===== src/rtl/dbi_pkg.sv =====
// shared constants and types for the dma bus interface block
package dbi_pkg;
    localparam int NUM_CH = 4;
    localparam int CH_W = 2;
    localparam int ADDR_W = 16;
    localparam int DATA_W = 8;
    localparam int NIB_W = 4;
    localparam int FIFO_DEPTH = 32;
    localparam int SYNC_STAGES = 2;
    localparam int CLK_PERIOD_NS = 8;

    // field positions within a transfer address
    localparam int LO_NIB_LSB = 0;
    localparam int UP_NIB_LSB = 4;
    localparam int UPPER_LSB = 8;
    localparam int ADDR_BIT_ZERO = 0;

    // reset values
    localparam logic REQ_POL_RESET = 1'b0;   // 0: request active high
    localparam logic ACK_POL_RESET = 1'b0;   // 0: acknowledge active low
    localparam logic STROBE_IDLE = 1'b1;     // active-low strobes at rest
    localparam logic [NIB_W-1:0] NIB_ZERO = 4'h0;
    localparam logic [DATA_W-1:0] BYTE_ZERO = 8'h00;
    localparam logic [ADDR_W-1:0] ADDR_ZERO = 16'h0000;
    localparam logic [CH_W-1:0] CH_ZERO = 2'h0;

    // width-latch-enable levels during the address update state
    localparam logic WIDTH_IS_16 = 1'b0;
    localparam logic WIDTH_IS_8 = 1'b1;

    typedef enum logic [1:0] {
        DBI_XFER_VERIFY,
        DBI_XFER_WRITE,
        DBI_XFER_READ,
        DBI_XFER_MEM2MEM
    } dbi_xfer_t;

    typedef enum {
        DBI_ST_IDLE,
        DBI_ST_HOLD_WAIT,
        DBI_ST_ADDR_UPDATE,
        DBI_ST_S2,
        DBI_ST_S3,
        DBI_ST_S4
    } dbi_state_t;
endpackage


===== src/rtl/dbi_stream_if.sv =====
// valid/ready word carrier between the block's own modules
`timescale 1ns/100ps
interface dbi_stream_if #(parameter int WIDTH = 16);
    logic valid;
    logic ready;
    logic [WIDTH-1:0] data;
    modport src (output valid, output data, input ready);
    modport snk (input valid, input data, output ready);
endinterface


===== src/rtl/dbi_sync.sv =====
// two-stage synchroniser for asynchronous pin levels
`timescale 1ns/100ps
module dbi_sync #(
    parameter int WIDTH = 1,
    parameter logic [WIDTH-1:0] RST_VAL = '0
) (
    input wire logic ref_clk,
    input wire logic rst,
    input wire logic [WIDTH-1:0] async_in,
    output logic [WIDTH-1:0] sync_out
);
    logic [WIDTH-1:0] meta_q;

    // first stage feeds only the second stage
    always_ff @(posedge ref_clk) begin
        if (rst) begin
            meta_q <= RST_VAL;
            sync_out <= RST_VAL;
        end else begin
            meta_q <= async_in;
            sync_out <= meta_q;
        end
    end
endmodule


===== src/rtl/dbi_fifo.sv =====
// transfer address fifo with valid/ready on both sides
`timescale 1ns/100ps
module dbi_fifo #(
    parameter int WIDTH = 16,
    parameter int DEPTH = 32
) (
    input wire logic ref_clk,
    input wire logic rst,
    dbi_stream_if.snk wr,
    dbi_stream_if.src rd
);
    localparam int PTR_W = $clog2(DEPTH);
    localparam logic [PTR_W:0] CNT_FULL = (PTR_W+1)'(DEPTH);

    logic [WIDTH-1:0] mem_q [DEPTH];
    logic [PTR_W-1:0] wptr_q;
    logic [PTR_W-1:0] rptr_q;
    logic [PTR_W:0] count_q;
    logic do_wr;
    logic do_rd;

    assign wr.ready = (count_q != CNT_FULL);
    assign rd.valid = (count_q != '0);
    assign rd.data = mem_q[rptr_q];
    assign do_wr = wr.valid && wr.ready;
    assign do_rd = rd.valid && rd.ready;

    always_ff @(posedge ref_clk) begin
        if (do_wr) begin
            mem_q[wptr_q] <= wr.data;
        end
    end

    always_ff @(posedge ref_clk) begin
        if (rst) begin
            wptr_q <= '0;
            rptr_q <= '0;
            count_q <= '0;
        end else begin
            if (do_wr) begin
                wptr_q <= (wptr_q == PTR_W'(DEPTH - 1)) ? '0 : wptr_q + 1'b1;
            end
            if (do_rd) begin
                rptr_q <= (rptr_q == PTR_W'(DEPTH - 1)) ? '0 : rptr_q + 1'b1;
            end
            if (do_wr && !do_rd) begin
                count_q <= count_q + 1'b1;
            end else if (do_rd && !do_wr) begin
                count_q <= count_q - 1'b1;
            end
        end
    end
endmodule


===== src/rtl/dbi_top.sv =====
// bus interface signalling of a four-channel dma controller
`timescale 1ns/100ps
module dbi_top
    import dbi_pkg::*;
(
    input wire logic ref_clk,
    input wire logic rst,
    // configuration
    input wire logic [NUM_CH-1:0] channel_request,
    input wire logic [NUM_CH-1:0] channel_mask,
    input wire logic [NUM_CH-1:0] software_request,
    input wire logic polarity_write,
    input wire logic request_active_low,
    input wire logic acknowledge_active_high,
    input wire logic mode16_enable,
    input wire logic [NUM_CH-1:0] channel_is_16bit,
    input wire dbi_xfer_t transfer_type,
    input wire logic block_mode,
    // transfer address source
    input wire logic addr_valid,
    output logic addr_ready,
    input wire logic [ADDR_W-1:0] addr_data,
    // host handshake
    output logic hold_request,
    input wire logic hold_acknowledge,
    output logic [NUM_CH-1:0] channel_acknowledge,
    // address pins
    input wire logic [NIB_W-1:0] low_address_nibble_in,
    output logic [NIB_W-1:0] low_address_nibble_out,
    output logic low_address_nibble_oe,
    output logic [NIB_W-1:0] upper_address_nibble,
    output logic upper_address_nibble_oe,
    output logic address_enable_out,
    output logic upper_address_strobe,
    // data pins
    input wire logic [DATA_W-1:0] data_in,
    output logic [DATA_W-1:0] data_out,
    output logic data_oe,
    // strobes
    output logic memory_read_strobe_n,
    output logic memory_read_strobe_oe,
    output logic memory_write_strobe_n,
    output logic memory_write_strobe_oe,
    input wire logic io_read_strobe_n_in,
    output logic io_read_strobe_n_out,
    output logic io_read_strobe_oe,
    input wire logic io_write_strobe_n_in,
    output logic io_write_strobe_n_out,
    output logic io_write_strobe_oe,
    output logic width_latch_enable,
    output logic width_latch_enable_oe,
    // idle register access seen on the pins
    output logic [NIB_W-1:0] register_select,
    output logic register_read,
    output logic register_write
);
    dbi_state_t state_q;
    dbi_xfer_t xfer_q;
    logic write_half_q;
    logic [CH_W-1:0] chan_q;
    logic [ADDR_W-1:0] addr_q;
    logic [DATA_W-1:0] upper_q;
    logic upper_vld_q;
    logic [DATA_W-1:0] copy_byte_q;
    logic hrq_q;
    logic req_pol_q;
    logic ack_pol_q;

    logic [NUM_CH-1:0] req_sync;
    logic [NIB_W-1:0] nib_sync;
    logic [1:0] io_sync;
    logic [DATA_W-1:0] data_sync;
    logic [NUM_CH-1:0] pending;
    logic [CH_W-1:0] winner;
    logic in_service;
    logic word_addr;
    logic load_addr;
    logic next_strobe;
    logic more;
    logic [ADDR_W-1:0] fifo_head;
    logic fifo_valid;

    dbi_stream_if #(.WIDTH(ADDR_W)) push_if ();
    dbi_stream_if #(.WIDTH(ADDR_W)) pop_if ();

    assign push_if.valid = addr_valid;
    assign push_if.data = addr_data;
    assign addr_ready = push_if.ready;
    assign fifo_head = pop_if.data;
    assign fifo_valid = pop_if.valid;
    assign pop_if.ready = load_addr;

    dbi_fifo #(.WIDTH(ADDR_W), .DEPTH(FIFO_DEPTH)) u_fifo (
        .ref_clk(ref_clk),
        .rst(rst),
        .wr(push_if),
        .rd(pop_if)
    );

    dbi_sync #(.WIDTH(NUM_CH), .RST_VAL('0)) u_req_sync (
        .ref_clk(ref_clk),
        .rst(rst),
        .async_in(channel_request),
        .sync_out(req_sync)
    );

    dbi_sync #(.WIDTH(NIB_W), .RST_VAL(NIB_ZERO)) u_nib_sync (
        .ref_clk(ref_clk),
        .rst(rst),
        .async_in(low_address_nibble_in),
        .sync_out(nib_sync)
    );

    dbi_sync #(.WIDTH(2), .RST_VAL({STROBE_IDLE, STROBE_IDLE})) u_io_sync (
        .ref_clk(ref_clk),
        .rst(rst),
        .async_in({io_write_strobe_n_in, io_read_strobe_n_in}),
        .sync_out(io_sync)
    );

    dbi_sync #(.WIDTH(DATA_W), .RST_VAL(BYTE_ZERO)) u_data_sync (
        .ref_clk(ref_clk),
        .rst(rst),
        .async_in(data_in),
        .sync_out(data_sync)
    );

    // lowest channel number wins among pending requests
    function automatic logic [CH_W-1:0] pick_channel(input logic [NUM_CH-1:0] p);
        logic [CH_W-1:0] c;
        c = CH_ZERO;
        for (int i = NUM_CH - 1; i >= 0; i--) begin
            if (p[i]) begin
                c = CH_W'(i);
            end
        end
        return c;
    endfunction

    // does the next address need a fresh upper-byte strobe
    function automatic logic need_strobe(input logic [ADDR_W-1:0] a, input logic blk,
                                         input logic vld, input logic [DATA_W-1:0] last);
        return !(blk && vld && (a[UPPER_LSB +: DATA_W] == last));
    endfunction

    always_comb begin
        pending = ((req_pol_q ? ~req_sync : req_sync) & ~channel_mask) | software_request;
    end
    assign winner = pick_channel(pending);
    assign in_service = (state_q == DBI_ST_ADDR_UPDATE) || (state_q == DBI_ST_S2) ||
                        (state_q == DBI_ST_S3) || (state_q == DBI_ST_S4);
    assign word_addr = mode16_enable && channel_is_16bit[chan_q];
    assign next_strobe = need_strobe(fifo_head, block_mode, upper_vld_q, upper_q);
    // another transfer only while the peripheral keeps asking
    assign more = block_mode && pending[chan_q] && fifo_valid;

    // address words are taken where a transfer or a half begins
    always_comb begin
        load_addr = 1'b0;
        case (state_q)
            DBI_ST_HOLD_WAIT: begin
                load_addr = hold_acknowledge && fifo_valid;
            end
            DBI_ST_S4: begin
                if (xfer_q == DBI_XFER_MEM2MEM && !write_half_q) begin
                    load_addr = fifo_valid;
                end else begin
                    load_addr = more;
                end
            end
            default: begin
                load_addr = 1'b0;
            end
        endcase
    end

    // polarity settings, defaulting at reset
    always_ff @(posedge ref_clk) begin
        if (rst) begin
            req_pol_q <= REQ_POL_RESET;
            ack_pol_q <= ACK_POL_RESET;
        end else if (polarity_write && state_q == DBI_ST_IDLE) begin
            req_pol_q <= request_active_low;
            ack_pol_q <= acknowledge_active_high;
        end
    end

    // service sequencer
    always_ff @(posedge ref_clk) begin
        if (rst) begin
            state_q <= DBI_ST_IDLE;
            write_half_q <= 1'b0;
            chan_q <= CH_ZERO;
            xfer_q <= DBI_XFER_VERIFY;
        end else begin
            case (state_q)
                DBI_ST_IDLE: begin
                    if (|pending && fifo_valid) begin
                        state_q <= DBI_ST_HOLD_WAIT;
                        chan_q <= winner;
                        xfer_q <= transfer_type;
                        write_half_q <= 1'b0;
                    end
                end
                DBI_ST_HOLD_WAIT: begin
                    // acknowledge in the same cycle as the request leaves one wait state
                    if (load_addr) begin
                        state_q <= DBI_ST_ADDR_UPDATE;
                    end
                end
                DBI_ST_ADDR_UPDATE: begin
                    state_q <= DBI_ST_S2;
                end
                DBI_ST_S2: begin
                    state_q <= DBI_ST_S3;
                end
                DBI_ST_S3: begin
                    state_q <= DBI_ST_S4;
                end
                DBI_ST_S4: begin
                    if (xfer_q == DBI_XFER_MEM2MEM && !write_half_q) begin
                        // missing write address stretches the read half
                        if (load_addr) begin
                            write_half_q <= 1'b1;
                            state_q <= next_strobe ? DBI_ST_ADDR_UPDATE : DBI_ST_S2;
                        end
                    end else if (load_addr) begin
                        write_half_q <= 1'b0;
                        state_q <= next_strobe ? DBI_ST_ADDR_UPDATE : DBI_ST_S2;
                    end else begin
                        state_q <= DBI_ST_IDLE;
                    end
                end
                default: begin
                    state_q <= DBI_ST_IDLE;
                end
            endcase
        end
    end

    // address and upper byte tracking
    always_ff @(posedge ref_clk) begin
        if (rst) begin
            addr_q <= ADDR_ZERO;
            upper_q <= BYTE_ZERO;
            upper_vld_q <= 1'b0;
        end else begin
            if (load_addr) begin
                addr_q <= fifo_head;
            end
            if (state_q == DBI_ST_ADDR_UPDATE) begin
                upper_q <= addr_q[UPPER_LSB +: DATA_W];
                upper_vld_q <= 1'b1;
            end else if (state_q == DBI_ST_IDLE) begin
                upper_vld_q <= 1'b0;
            end
        end
    end

    // read data byte held between the halves of a memory copy
    always_ff @(posedge ref_clk) begin
        if (rst) begin
            copy_byte_q <= BYTE_ZERO;
        end else if (state_q == DBI_ST_S4 && xfer_q == DBI_XFER_MEM2MEM && !write_half_q) begin
            copy_byte_q <= data_sync;
        end
    end

    always_ff @(posedge ref_clk) begin
        if (rst) begin
            hrq_q <= 1'b0;
        end else begin
            hrq_q <= (state_q == DBI_ST_IDLE) ? (|pending && fifo_valid) :
                     !(state_q == DBI_ST_S4 && !load_addr &&
                       !(xfer_q == DBI_XFER_MEM2MEM && !write_half_q));
        end
    end
    assign hold_request = hrq_q;

    // per-channel acknowledge, inactive level follows polarity
    always_comb begin
        for (int i = 0; i < NUM_CH; i++) begin
            channel_acknowledge[i] = (in_service && chan_q == CH_W'(i)) ? ack_pol_q
                                                                         : !ack_pol_q;
        end
    end

    // address pins
    always_comb begin
        low_address_nibble_out = addr_q[LO_NIB_LSB +: NIB_W];
        if (word_addr) begin
            low_address_nibble_out[ADDR_BIT_ZERO] = 1'b0;
        end
    end
    assign low_address_nibble_oe = in_service;
    assign upper_address_nibble = addr_q[UP_NIB_LSB +: NIB_W];
    assign upper_address_nibble_oe = in_service;
    assign address_enable_out = in_service;
    // one full cycle wide, so the latch closes on the next rising edge
    assign upper_address_strobe = (state_q == DBI_ST_ADDR_UPDATE);

    // data pins: upper address byte, then copy data in the write half
    always_comb begin
        data_oe = 1'b0;
        data_out = BYTE_ZERO;
        if (state_q == DBI_ST_ADDR_UPDATE) begin
            data_oe = 1'b1;
            data_out = addr_q[UPPER_LSB +: DATA_W];
        end else if (in_service && xfer_q == DBI_XFER_MEM2MEM && write_half_q) begin
            data_oe = 1'b1;
            data_out = copy_byte_q;
        end
    end

    // strobes; read side opens one state before write side
    always_comb begin
        logic rd_phase;
        logic wr_phase;
        rd_phase = (state_q == DBI_ST_S2) || (state_q == DBI_ST_S3) || (state_q == DBI_ST_S4);
        wr_phase = (state_q == DBI_ST_S3) || (state_q == DBI_ST_S4);
        memory_read_strobe_n = !(rd_phase && (xfer_q == DBI_XFER_READ ||
                               (xfer_q == DBI_XFER_MEM2MEM && !write_half_q)));
        memory_write_strobe_n = !(wr_phase && (xfer_q == DBI_XFER_WRITE ||
                                (xfer_q == DBI_XFER_MEM2MEM && write_half_q)));
        io_read_strobe_n_out = !(rd_phase && xfer_q == DBI_XFER_WRITE);
        io_write_strobe_n_out = !(wr_phase && xfer_q == DBI_XFER_READ);
    end
    assign memory_read_strobe_oe = in_service;
    assign memory_write_strobe_oe = in_service;
    assign io_read_strobe_oe = in_service;
    assign io_write_strobe_oe = in_service;

    // width / latch enable pin
    always_comb begin
        width_latch_enable_oe = mode16_enable && in_service;
        width_latch_enable = 1'b0;
        if (state_q == DBI_ST_ADDR_UPDATE) begin
            width_latch_enable = channel_is_16bit[chan_q] ? WIDTH_IS_16 : WIDTH_IS_8;
        end else if (xfer_q == DBI_XFER_MEM2MEM) begin
            width_latch_enable = write_half_q ? (state_q != DBI_ST_IDLE)
                                              : (state_q == DBI_ST_S3 ||
                                                 state_q == DBI_ST_S4);
        end
    end

    // idle register access decoded from the pins
    assign register_select = nib_sync;
    assign register_read = (state_q == DBI_ST_IDLE) && !io_sync[0];
    assign register_write = (state_q == DBI_ST_IDLE) && !io_sync[1];
endmodule


===== config.mk =====
export PLATFORM = sky130hd
export DESIGN_NAME = dbi_top
export DESIGN_NICKNAME = d
export VERILOG_FILES = /design/src/rtl/dbi_pkg.sv /design/src/rtl/dbi_stream_if.sv /design/src/rtl/dbi_sync.sv /design/src/rtl/dbi_fifo.sv /design/src/rtl/dbi_top.sv
export SDC_FILE = /design/constraint.sdc
export NUM_CORES = 1
export LEC_CHECK = 0
export BUFFER_PORTS_ARGS = -buffer_cell sky130_fd_sc_hd__clkbuf_2
export CAP_MARGIN = 25
export CORE_UTILIZATION = 30
export CTS_CLUSTER_DIAMETER = 60
export DETAILED_ROUTE_END_ITERATION = 16
export SYNTH_ARGS = -nofsm -noshare
export SYNTH_HDL_FRONTEND = slang
export SYNTH_SLANG_ARGS = --single-unit

===== constraint.sdc =====
create_clock -name ref_clk -period 10 [get_ports ref_clk]
set_clock_uncertainty 0.1 [all_clocks]
set_input_delay 0.5 -clock ref_clk [delete_from_list [all_inputs] [get_ports ref_clk]]
set_output_delay 0.5 -clock ref_clk [all_outputs]
set_load 0.05 [all_outputs]

# Word level (Yosys, flattened, before mapping)
# Memory sizes are Yosys's and may differ from the RTL's. A register that Yosys moved wholly into a read port is not among the register bits.
# Index checks and enable logic that the tools add are counted.
totals:
  in_bits: 57
  latchBits: 0
  romBits: 0
  out_inout_bits: 43
  memories: 1
  reg_bits: 125
  ramBits: 512
  wordCells: 166
classes:
  mux: 47
  n_mul: 0
  shift: 0
  bitwise_logic: 4
  add_sub_neg: 4
  n_eq_ne: 23
  n_reduce_logical: 64
  order_cmp: 1
  div: 0
memory_table:
  columns: ["name", "depth", "word_bits", "rd", "rd_ports_with_merged_regs", "write_ports", "line_no", "source"]
  rows:
  - ["u_fifo.mem_q", 32, 16, 1, 1, 1, "dbi_fifo.sv:15", "logic [WIDTH-1:0] mem_q [DEPTH];"]
ops:
  columns: ["op", "n"]
  rows:
  - ["32-bit one-hot mux with 6 select lines", 1]
  - ["32-bit by 3-bit equality test with 1-bit output, second input constant", 4]
  - ["32-bit two-way mux", 4]
  - ["32-bit by 2-bit equality test with 1-bit output, second input constant", 2]
  - ["32-bit by 4-bit equality test with 1-bit output, second input constant", 2]
  - ["32-bit logical NOT", 2]
  - ["32-bit by 1-bit equality test with 1-bit output, second input constant", 1]
  - ["32-bit nonzero test", 1]
  - ["1-bit logical AND", 31]
  - ["1-bit two-way mux", 24]
  - ["5-bit two-way mux", 4]
  - ["8-bit two-way mux", 2]
  - ["1-bit logical NOT", 13]
  - ["6-bit two-way mux", 2]
  - ["5-bit by 1-bit adder with 5-bit output, second input constant", 2]
  - ["5-bit equality test, second input constant", 2]
  - ["2-bit two-way mux", 5]
  - ["2-bit equality test, second input constant", 4]
  - ["8-bit equality test", 1]
  - ["1-bit logical OR", 8]
  - ["4-bit inverter", 2]
  - ["6-bit by 1-bit adder with 6-bit output, second input constant", 1]
  - ["2-bit != test, second input constant", 3]
  - ["6-bit != test, second input constant", 1]
  - ["15 further kinds", 21]

# Depth between registers and ports, before layout
# Gate-level depths: netlist (run 1).
depth:
  word_depth: 15
  mapped_depth: 18
  depth_no_buf: 16

# Hierarchy
# A second synthesis (run 1) with hierarchy kept.
unflattened:
  hier_cells: 1470
  hier_area_um2: 24214.5
modules_own_cells:
  columns: ["module", "cells_each", "n_inst", "seq_area_each_um2", "area_each_um2"]
  rows:
  - ["dbi_fifo", 1084, 1, 15795.1, 20762.4]
  - ["dbi_top", 313, 1, 880.8, 2462.4]
  - ["dbi_sync at u_data_sync", 33, 1, 320.3, 464.2]
  - ["dbi_sync at u_nib_sync ...", 16, 2, 160.2, 210.2]
  - ["dbi_sync at u_io_sync", 8, 1, 80.1, 105.1]

# Worst setup path before layout (run 1)
# OpenSTA, ideal clock, no wires.
synth_path:
  kind: "register -> register"
  from: "register u_fifo.count_q[1]"
  to: "register u_fifo.count_q[5]"
  required_ns: 9.830
  n_path_buf: 0
  path_stages_with_launch: 16
  path_slack_ns: 6.342
  t_arrival_ns: 3.488
  setup_ns: 0.070
  synth_period_minus_slack_ns: 3.658
  cell_sequence: "dfxtp_1 or4_1 nor2_1 nand2_1 nand2_1 clkinv_1 ha_1 inv_1 ha_1 a21o_1 a21oi_1 o21bai_1 a21oi_1 xnor2_1 or3_1 a21oi_1"
synth_via:
  elab_cells_between_ends: 17
  classes_between: "2 x add/sub; 1 x eq/ne; 4 x mux; 10 x reduce/logical"
synth_lines:
  columns: ["element", "line_no", "source"]
  rows:
  - ["start, declared", "dbi_fifo.sv:18", "logic [PTR_W:0] count_q;"]
  - ["start signal, assigned", "dbi_fifo.sv:47", "count_q <= count_q + 1'b1;"]
  - ["start signal, assigned", "dbi_fifo.sv:49", "count_q <= count_q - 1'b1;"]
  - ["6-bit != test *", "dbi_fifo.sv:22", "assign wr.ready = (count_q != CNT_FULL);"]
  - ["named net addr_ready", "dbi_top.sv:21", "output logic addr_ready,"]
  - ["1-bit logical AND *", "dbi_fifo.sv:25", "assign do_wr = wr.valid && wr.ready;"]
  - ["named net u_fifo.do_wr", "dbi_fifo.sv:19", "logic do_wr;"]
  - ["1-bit logical NOT", "dbi_fifo.sv:48", "end else if (do_rd && !do_wr) begin"]
  - ["1-bit logical AND", "dbi_fifo.sv:48", null]
  - ["2-bit nonzero test (no source line)", null, null]
# Mark *: on every way through the listed nets, which the timed path passes. The rest lies on a longest branch. The select of a mux whose other input is x is not followed.
# A chain may end at the register's enable or synchronous reset.

# Worst setup path in the final report (run 1)
layout_path:
  from: "register req_pol_q"
  to: "register u_fifo.count_q[5]"
layout_via:
  elab_chain_len: 13
  elab_cells_between_ends: 15
  classes_between: "6 x mux; 2 x bitwise; 7 x reduce/logical"
layout_rtl:
  columns: ["element", "line_no", "source"]
  rows:
  - ["start, declared", "dbi_top.sv:66", "logic req_pol_q;"]
  - ["start signal, assigned", "dbi_top.sv:183", "req_pol_q <= request_active_low;"]
  - ["4-bit two-way mux *", "dbi_top.sv:147", "pending = ((req_pol_q ? ~req_sync : req_sync) & ~channel_mask) | software_request;"]
  - ["4-bit bitwise AND *", "dbi_top.sv:147", null]
  - ["4-bit OR *", "dbi_top.sv:147", null]
  - ["1-bit binary-select mux with 2-bit select *", "dbi_top.sv:155", "assign more = block_mode && pending[chan_q] && fifo_valid;"]
  - ["1-bit two-way mux (not written as such) *", "dbi_top.sv:155", null]
  - ["1-bit logical AND * (2 in a row)", "dbi_top.sv:155", null]
  - ["1-bit two-way mux *", "dbi_top.sv:165", "if (xfer_q == DBI_XFER_MEM2MEM && !write_half_q) begin"]
  - ["1-bit one-hot mux with 2 select lines *", "dbi_top.sv:160", "case (state_q)"]
  - ["1-bit logical AND *", "dbi_fifo.sv:26", "assign do_rd = rd.valid && rd.ready;"]
  - ["1-bit logical NOT", "dbi_fifo.sv:46", "if (do_wr && !do_rd) begin"]
  - ["1-bit logical AND", "dbi_fifo.sv:46", null]
  - ["6-bit two-way mux or 2-bit nonzero test (tied branches)", null, null]
# Every way passes the cells marked *; elsewhere a longest branch is shown, timed or not. The select of a mux whose other input is x is not followed.

==> flow_summary.ini, run 1 <==
[cells_and_area]
antenna-diode-count = 0
area_growth_pct = 15.66
drive_above_1_share = 0.2750
mostFrequentLayoutCells = edfxtp_1, mux4_2, clkbuf_2, dfxtp_1, nand2_1
layout_commonest_cell = edfxtp_1
fin_nets = 1523
final_cells = 2548
fill_cells = 7381

[floorplanning]
die_y_um = 284.8
start_util = 0.3036
io_pins = 100
coreArea_um2 = 79000
dieWidth_um = 284.8
num_rows = 103
dieArea_um2 = 81080

[logic_synthesis]
yosysSeqAreaShare = 0.7253
syn_nets = 1392
ys_async_sr_fraction = 0
synth_edf_count = 512
ys_seq_elements = 613
synth-main-ff-cell = edfxtp_1
syn_inst = 1320
yosysUniqueCellTypes = 66
synth.avg_cell_area_um2 = 18.17
synth_area_um2 = 23980
yosysWarnings = 0

[place]
port_buffers = 99
place_congestion = 0.8249
dp_hpwl_um = 32570
post-place-cells = 2432

[critical_path]
path_class = flip-flop to flip-flop
crit_top_cell = a21oi_1
critPathBufInv = 3
cp_max_fo = 33
cp_cell_sequence = xnor2_1 -> o21bai_1 -> mux4_2 -> nand2_1 -> a311oi_4 -> buf_4 -> inv_1 -> ha_1 -> inv_1 -> ha_1 -> a21o_1 -> a21oi_1 -> o21bai_1 -> a21oi_1 -> xnor2_1 -> or3_1 -> a21oi_1
critPathTopFamily = compound AO/OA/AOI/OAI gates
max_stage_delay_ns = 0.44
required_ns = 10.43
end_kind = flip-flop
cp.arrival_ns = 4.74
cpMaxStageDelayCell = dfxtp_1
worstSetupStartpointType = flip-flop

[sta]
setup_viol = 0
worst_slew_pin_slew_ns = 1.040
fin_setup_tns_ns = 0
max_slew_margin = 0.3066
layout_min_cycle_time_ns = 4.312
finalMaxSlewViolations = 0
finalHoldViolCount = 0
finalCritPeriodShare = 0.4312
max_freq_mhz = 231.9
rsz0062_at_grt = no

[global_route]
grt_pass1_vias = 12560
grt_first_pass_wirelength_um = 82180
antenna_found_initial = 3
grt_overflow_total = 0
grt_use_total = 0.1361
grt_max_degree = 94

[clocking]
cts_buffer_depth = 3
htree_levels = 2
cts_tree = built
clkSinkCount = 613
cts.clk_slew.worst_paths_ns = 0.06
clock_latency_ns = 0.63
cts_resized = 0
cts_buffers = 57
post_cts_buffers = 0
clockRootBuffer = clkbuf_16

[power_and_ir_drop]
p_leak_nw = 8.828
ir_drop_uv = 138.0
powerDensity_nw_per_um2 = 221.0
power.total_mw = 6.131

[route]
num_vias = 12383
drc = 0
totalWireLength_um = 55690
drt-initial-drc-count = 935
viasPerCell = 4.860
wire_per_inst_um = 21.86
dr.pass1.iters = 5
drtAntennaViolNets = 0

[run_status]
status = finished clean

[min_path]
hold_path.class = primary input to flip-flop

[job]
cap_violations = 0
cell families (layout without fill, tap and decap cells):
logic type,count (synthesis),in the layout,synth area share
AOI/OAI and AO/OA,123,123,0.03521
xor gates and xnor gates,20,20,0.007304
adders and majority gates,15,15,0.008138
buffers and inverters,95,273,0.02076
DFF,613,613,0.7253
muxes,181,181,0.1501
and+or+nand+nor,273,273,0.05311
power breakdown:
part	internal [mW]	total, mW	switching [mW]	leakage (nW)
clock network	1.17	2.12	0.941	0.885
logic	0.420	1.08	0.659	2.50
registers	2.85	2.94	0.0856	5.44
total	4.45	6.13	1.69	8.83
cell usage after synthesis (all sizes together) (9+ instances only):
| cell | count | area [µm²] |
|---|---|---|
| clkbuf | 26 | 97.59 |
| inv | 15 | 56.30 |
| nor2b | 37 | 231.5 |
| a21oi | 39 | 198.9 |
| xor2 | 9 | 78.83 |
| nor2 | 98 | 367.9 |
| o21ai | 15 | 75.07 |
| nand2 | 78 | 292.8 |
| mux2i | 38 | 380.4 |
| o21bai | 9 | 67.56 |
| a211oi | 15 | 117.6 |
| mux4 | 140 | 3187 |
| ha | 14 | 175.2 |
| xnor2 | 11 | 96.34 |
| nand3 | 15 | 75.07 |
| buf | 53 | 340.3 |
| edfxtp | 512 | 15370 |
| dfxtp | 101 | 2022 |
metrics by stage:
stage / utilization / hold slack (ns) / worst slack (ns) / instance area, µm²
2_1_floorplan: - / 0.2895 / 6.342 / 23980
3_3_place_gp: 0.3261 / 0.2933 / 5.775 / 25760
3_5_place_dp: 0.3267 / 0.3002 / 5.714 / 25810
4_1_cts: 0.3507 / 0.006043 / 5.704 / 27700
5_1_grt: 0.3511 / 0.01735 / 5.315 / 27740
6_report: 0.3511 / 0.02856 / 5.688 / 27740
worst paths after layout:
| path | from | to | slack [ns] | cells past startpoint |
|---|---|---|---|---|
| worst max-delay path | req_pol_q | u_fifo.count_q[5] | 5.69 | 17 |
| worst min-delay path | channel_request[3] | u_req_sync.meta_q[3] | 0.03 | 2 |
| worst min register to register | u_io_sync.meta_q[1] | u_io_sync.sync_out[1] | 0.31 | 1 |
| worst max register to register | req_pol_q | u_fifo.count_q[5] | 5.69 | 17 |
sequential cells by signal, summed over array words and instances, names as in the netlist, 6 cells and up, named ones only:
| signal | flops |
|---|---|
| upper_q | 8 |
| addr_q | 16 |
| u_data_sync.meta_q | 8 |
| u_fifo.mem_q | 512 |
| u_data_sync.sync_out | 8 |
| u_fifo.count_q | 6 |
| copy_byte_q | 8 |
layer usage:
metal,GRT usage,vias up,part of all wire
met5,0,-,0.00072
met2,0.2181,374,0.48
met4,0.03495,6,0.017
met1,0.1893,6478,0.45
li1,-,5455,-
met3,0.02648,70,0.058
area by class of cell:
type,instances,area [µm²],share of cell area
Clock buffer,80,1565,0.05642
Clock inverter,26,250.2,0.009021
Inverter,16,60.06,0.002165
Multi-Input combinational cell,612,6181,0.2228
Sequential cell,613,17410,0.6274
Tap cell,1050,1314,0.04736
Timing Repair Buffer,151,964.7,0.03478
what timing repair did:
action                     4_1_cts  5_1_grt
hold buffers                     8        0
setup endpoints to repair        0        0
hold endpoints to repair         8        0
Power figures use the tool's default switching activity.
==> run 2: changes to the inputs <==
Settings changed: ABC_AREA from default to 1.
Clock period 10 ns to 3.65 ns, I/O delays scaled along.
==> run 2 against run 1 <==
Register-to-register slack worse by 5.4 ns. Sequential power grew to 2.7 times the previous value. Highest routed layer is now met4. Largest cell class unchanged. Fmax is 30% higher. Critical endpoint unchanged. Global-route usage is 1.9 points higher. Non-clock buffer count is 41 higher. Cell area is 3.6% higher.
==> flow_summary.ini, run 2 <==
[power_and_ir_drop]
p_clk_frac = 0.354
powerDensity_nw_per_um2 = 629.3
ir_drop_uv = 391.0
combPwrFrac = 0.203
share_seq_of_total_power = 0.443
p_leak_nw = 10.28
p_sw_mw = 5.517
switching_share = 0.3051
p_int_mw = 12.57

[logic_synthesis]
synthMuxAreaShare = 0
ys_seq_elements = 613
synth.area.top_cells = edfxtp_1, dfxtp_1, nand2_1
ys_async_sr_fraction = 0
synth_top_family_by_area = simple AND/OR/NAND/NOR gates
synthTopCellsByCount = edfxtp_1, nand2_1, nand3_1
synth-main-ff-cell = edfxtp_1
synth_area_um2 = 24540
syn_inst = 2153
syn_nets = 2225
synth_edf_count = 512
synth_area_leader_cell = edfxtp_1
synth_top_area_share = 0.6266
yosys.area_share.adder = 0.007955
yosysUniqueCellTypes = 37
synth_compound_area_frac = 0.07414
synth.avg_cell_area_um2 = 11.40
synth-xor-area-share = 0.004283
yosysWarnings = 0
synthMostInstantiatedCell = edfxtp_1
yosysSeqAreaShare = 0.7090
synthSimpleGateAreaFrac = 0.1648

[route]
drtAntennaViolNets = 0
drt-initial-drc-count = 1665
drc = 0
totalWireLength_um = 65020
viasPerCell = 4.951
num_vias = 16749
wire_per_inst_um = 19.22
dr.pass1.iters = 11

[floorplanning]
dieArea_um2 = 82940
die_y_um = 288.0
dieWidth_um = 288.0
start_util = 0.3041
coreArea_um2 = 80680
num_rows = 104
io_pins = 100

[sta]
finalHoldViolCount = 0
layout_min_cycle_time_ns = 3.321
finalCritPeriodShare = 0.9099
max_slew_margin = 0.4586
worst_hold_slack_ns = 0.03444
setup_viol = 0
rsz0062_at_grt = no
worst_slew_pin_slew_ns = 0.8091
fin_setup_tns_ns = 0
max_freq_mhz = 301.1
finalMaxSlewViolations = 0

[global_route]
grt_use_total = 0.1555
grt_overflow_total = 0
grt_first_pass_wirelength_um = 97790
grt_pass1_vias = 16145
antenna_found_initial = 0
grt_max_degree = 157

[critical_path]
cp.arrival_ns = 3.70
r2r_end = u_fifo.count_q[5]
cp_max_fo = 7
worstRegToRegCells = 17
worstSetupStartpointType = flip-flop
reg2reg_slack_ns = 0.33
end_kind = flip-flop
required_ns = 4.03
path_class = flip-flop to flip-flop
reg2reg_from = u_fifo.count_q[1]

[clocking]
post_cts_buffers = 0
cts_tree = built
cts_buffer_depth = 3
clock_latency_ns = 0.60
htree_levels = 3
clockRootBuffer = clkbuf_16
cts.clk_slew.worst_paths_ns = 0.06
cts_buffers = 66
clkSinkCount = 613

[cells_and_area]
fill_cells = 7874
largest_register = u_fifo.mem_q
biggestRegsByFlops = u_fifo.mem_q: 512 flops, addr_q: 16 flops
fin_nets = 2347
layout_commonest_cell = edfxtp_1
area_growth_pct = 17.13
drive_above_1_share = 0.1210
mostFrequentLayoutCells = edfxtp_1, nand2_1, nand3_1, nor2_1, o21ai_0
finish.utilization = 0.3563
largest_reg_flops = 512

[min_path]
hold_start = hold_acknowledge
holdPathStages = 5
hold_path.class = primary input to flip-flop
min_to = hold_request

[place]
dp_hpwl_um = 37110
place_congestion = 0.8621
port_buffers = 99

[run_status]
status = finished clean

[job]
cap_violations = 0
## run 2: cell count changes after synthesis, sizes merged, moves of 13 or more
cell / before / now
a211oi: 15 / 2
buf: 53 / 69
clkbuf: 26 / 69
inv: 15 / 93
mux2i: 38 / 0
mux4: 140 / 0
nand2: 78 / 425
nand3: 15 / 279
nor2: 98 / 255
nor2b: 37 / 0
o21ai: 15 / 177
o221ai: 2 / 58
## run 2: cell families (layout without fill, tap and decap cells)
family,count (synthesis),count (layout)
AND/OR/NAND/NOR,974,974
flip-flops,613,613
AO/OA/AOI/OAI,307,307
buffers and inverters,232,401
adder cells (fa/ha/maj),15,15
XOR/XNOR,12,12
other,0,1
## run 2: worst max-delay path, cell delays in order, from the launching register on
cell      delay [ns]
dfxtp_1         0.36
nor4_2          0.36
nand3_1         0.15
nand2_1         0.23
clkinv_1        0.14
ha_1            0.25
inv_2           0.12
ha_1            0.30
a21oi_1         0.17
and2_4          0.17
inv_1           0.05
a21oi_1         0.13
inv_1           0.06
a21oi_1         0.16
o21ai_0         0.10
a21o_1          0.17
o21ai_0         0.14
a21oi_1         0.06
## run 2: what timing repair did
action | 4_1_cts | 5_1_grt
hold buffers | 29 | 0
setup endpoints to repair | 0 | 1
endpoints found under the hold margin | 28 | 0
gates resized for setup | 0 | 10
## run 2: area by class of cell
| cell class | count | area [µm²] | area share |
|---|---|---|---|
| clock inverter | 35 | 322.8 | 0.01123 |
| antenna | 1 | 2.502 | 0.00008707 |
| tap | 1060 | 1326 | 0.04615 |
| clock buffer | 80 | 1745 | 0.06073 |
| inverter | 94 | 359.1 | 0.01249 |
| multi-input combinational | 1308 | 6192 | 0.2154 |
| timing repair buffer | 192 | 1386 | 0.04823 |
| sequential | 613 | 17410 | 0.6056 |
## run 2: worst max path at each step
| stage | endpoint | from |
|---|---|---|
| floorplan | u_fifo.count_q[5] | u_fifo.count_q[0] |
| global placement | u_fifo.count_q[5] | u_fifo.count_q[1] |
| detailed placement | u_fifo.count_q[5] | u_fifo.count_q[1] |
| CTS | u_fifo.count_q[5] | u_fifo.count_q[1] |
| global route | u_fifo.count_q[5] | req_pol_q |
| finish | u_fifo.count_q[5] | u_fifo.count_q[1] |
## run 2: per-layer routing
metal  wire length (µm)  part of all wire  global-route usage
met5                  0                 0                   0
met4               2230             0.034             0.05952
met3               3514             0.054             0.02496
met2              31210              0.48              0.2537
met1              28060              0.43              0.2069
## run 2: power by group through the flow
| stage | logic [mW] | registers, mW | clock network [mW] |
|---|---|---|---|
| global route | 4.04 | 8.03 | 6.80 |
| finish | 3.67 | 8.00 | 6.41 |
| global placement | 3.53 | 8.13 | 0 |
| floorplan | 2.52 | 8.11 | 0 |
| CTS | 3.65 | 8.00 | 6.53 |
| detailed placement | 3.59 | 8.14 | 0 |
## run 2: metrics by stage
| stage | instances | cell area, µm² | setup slack [ns] | total power, mW |
|---|---|---|---|---|
| global route | 3382 | 28740 | 0.02782 | 18.86 |
| finish | 3383 | 28740 | 0.3289 | 18.09 |
| detailed placement | 3238 | 26350 | 0.1879 | 11.73 |
| CTS | 3382 | 28710 | 0.1425 | 18.18 |
| global placement | 3237 | 26320 | 0.2301 | 11.66 |
| floorplan | 2153 | 24540 | 0.07299 | 10.64 |
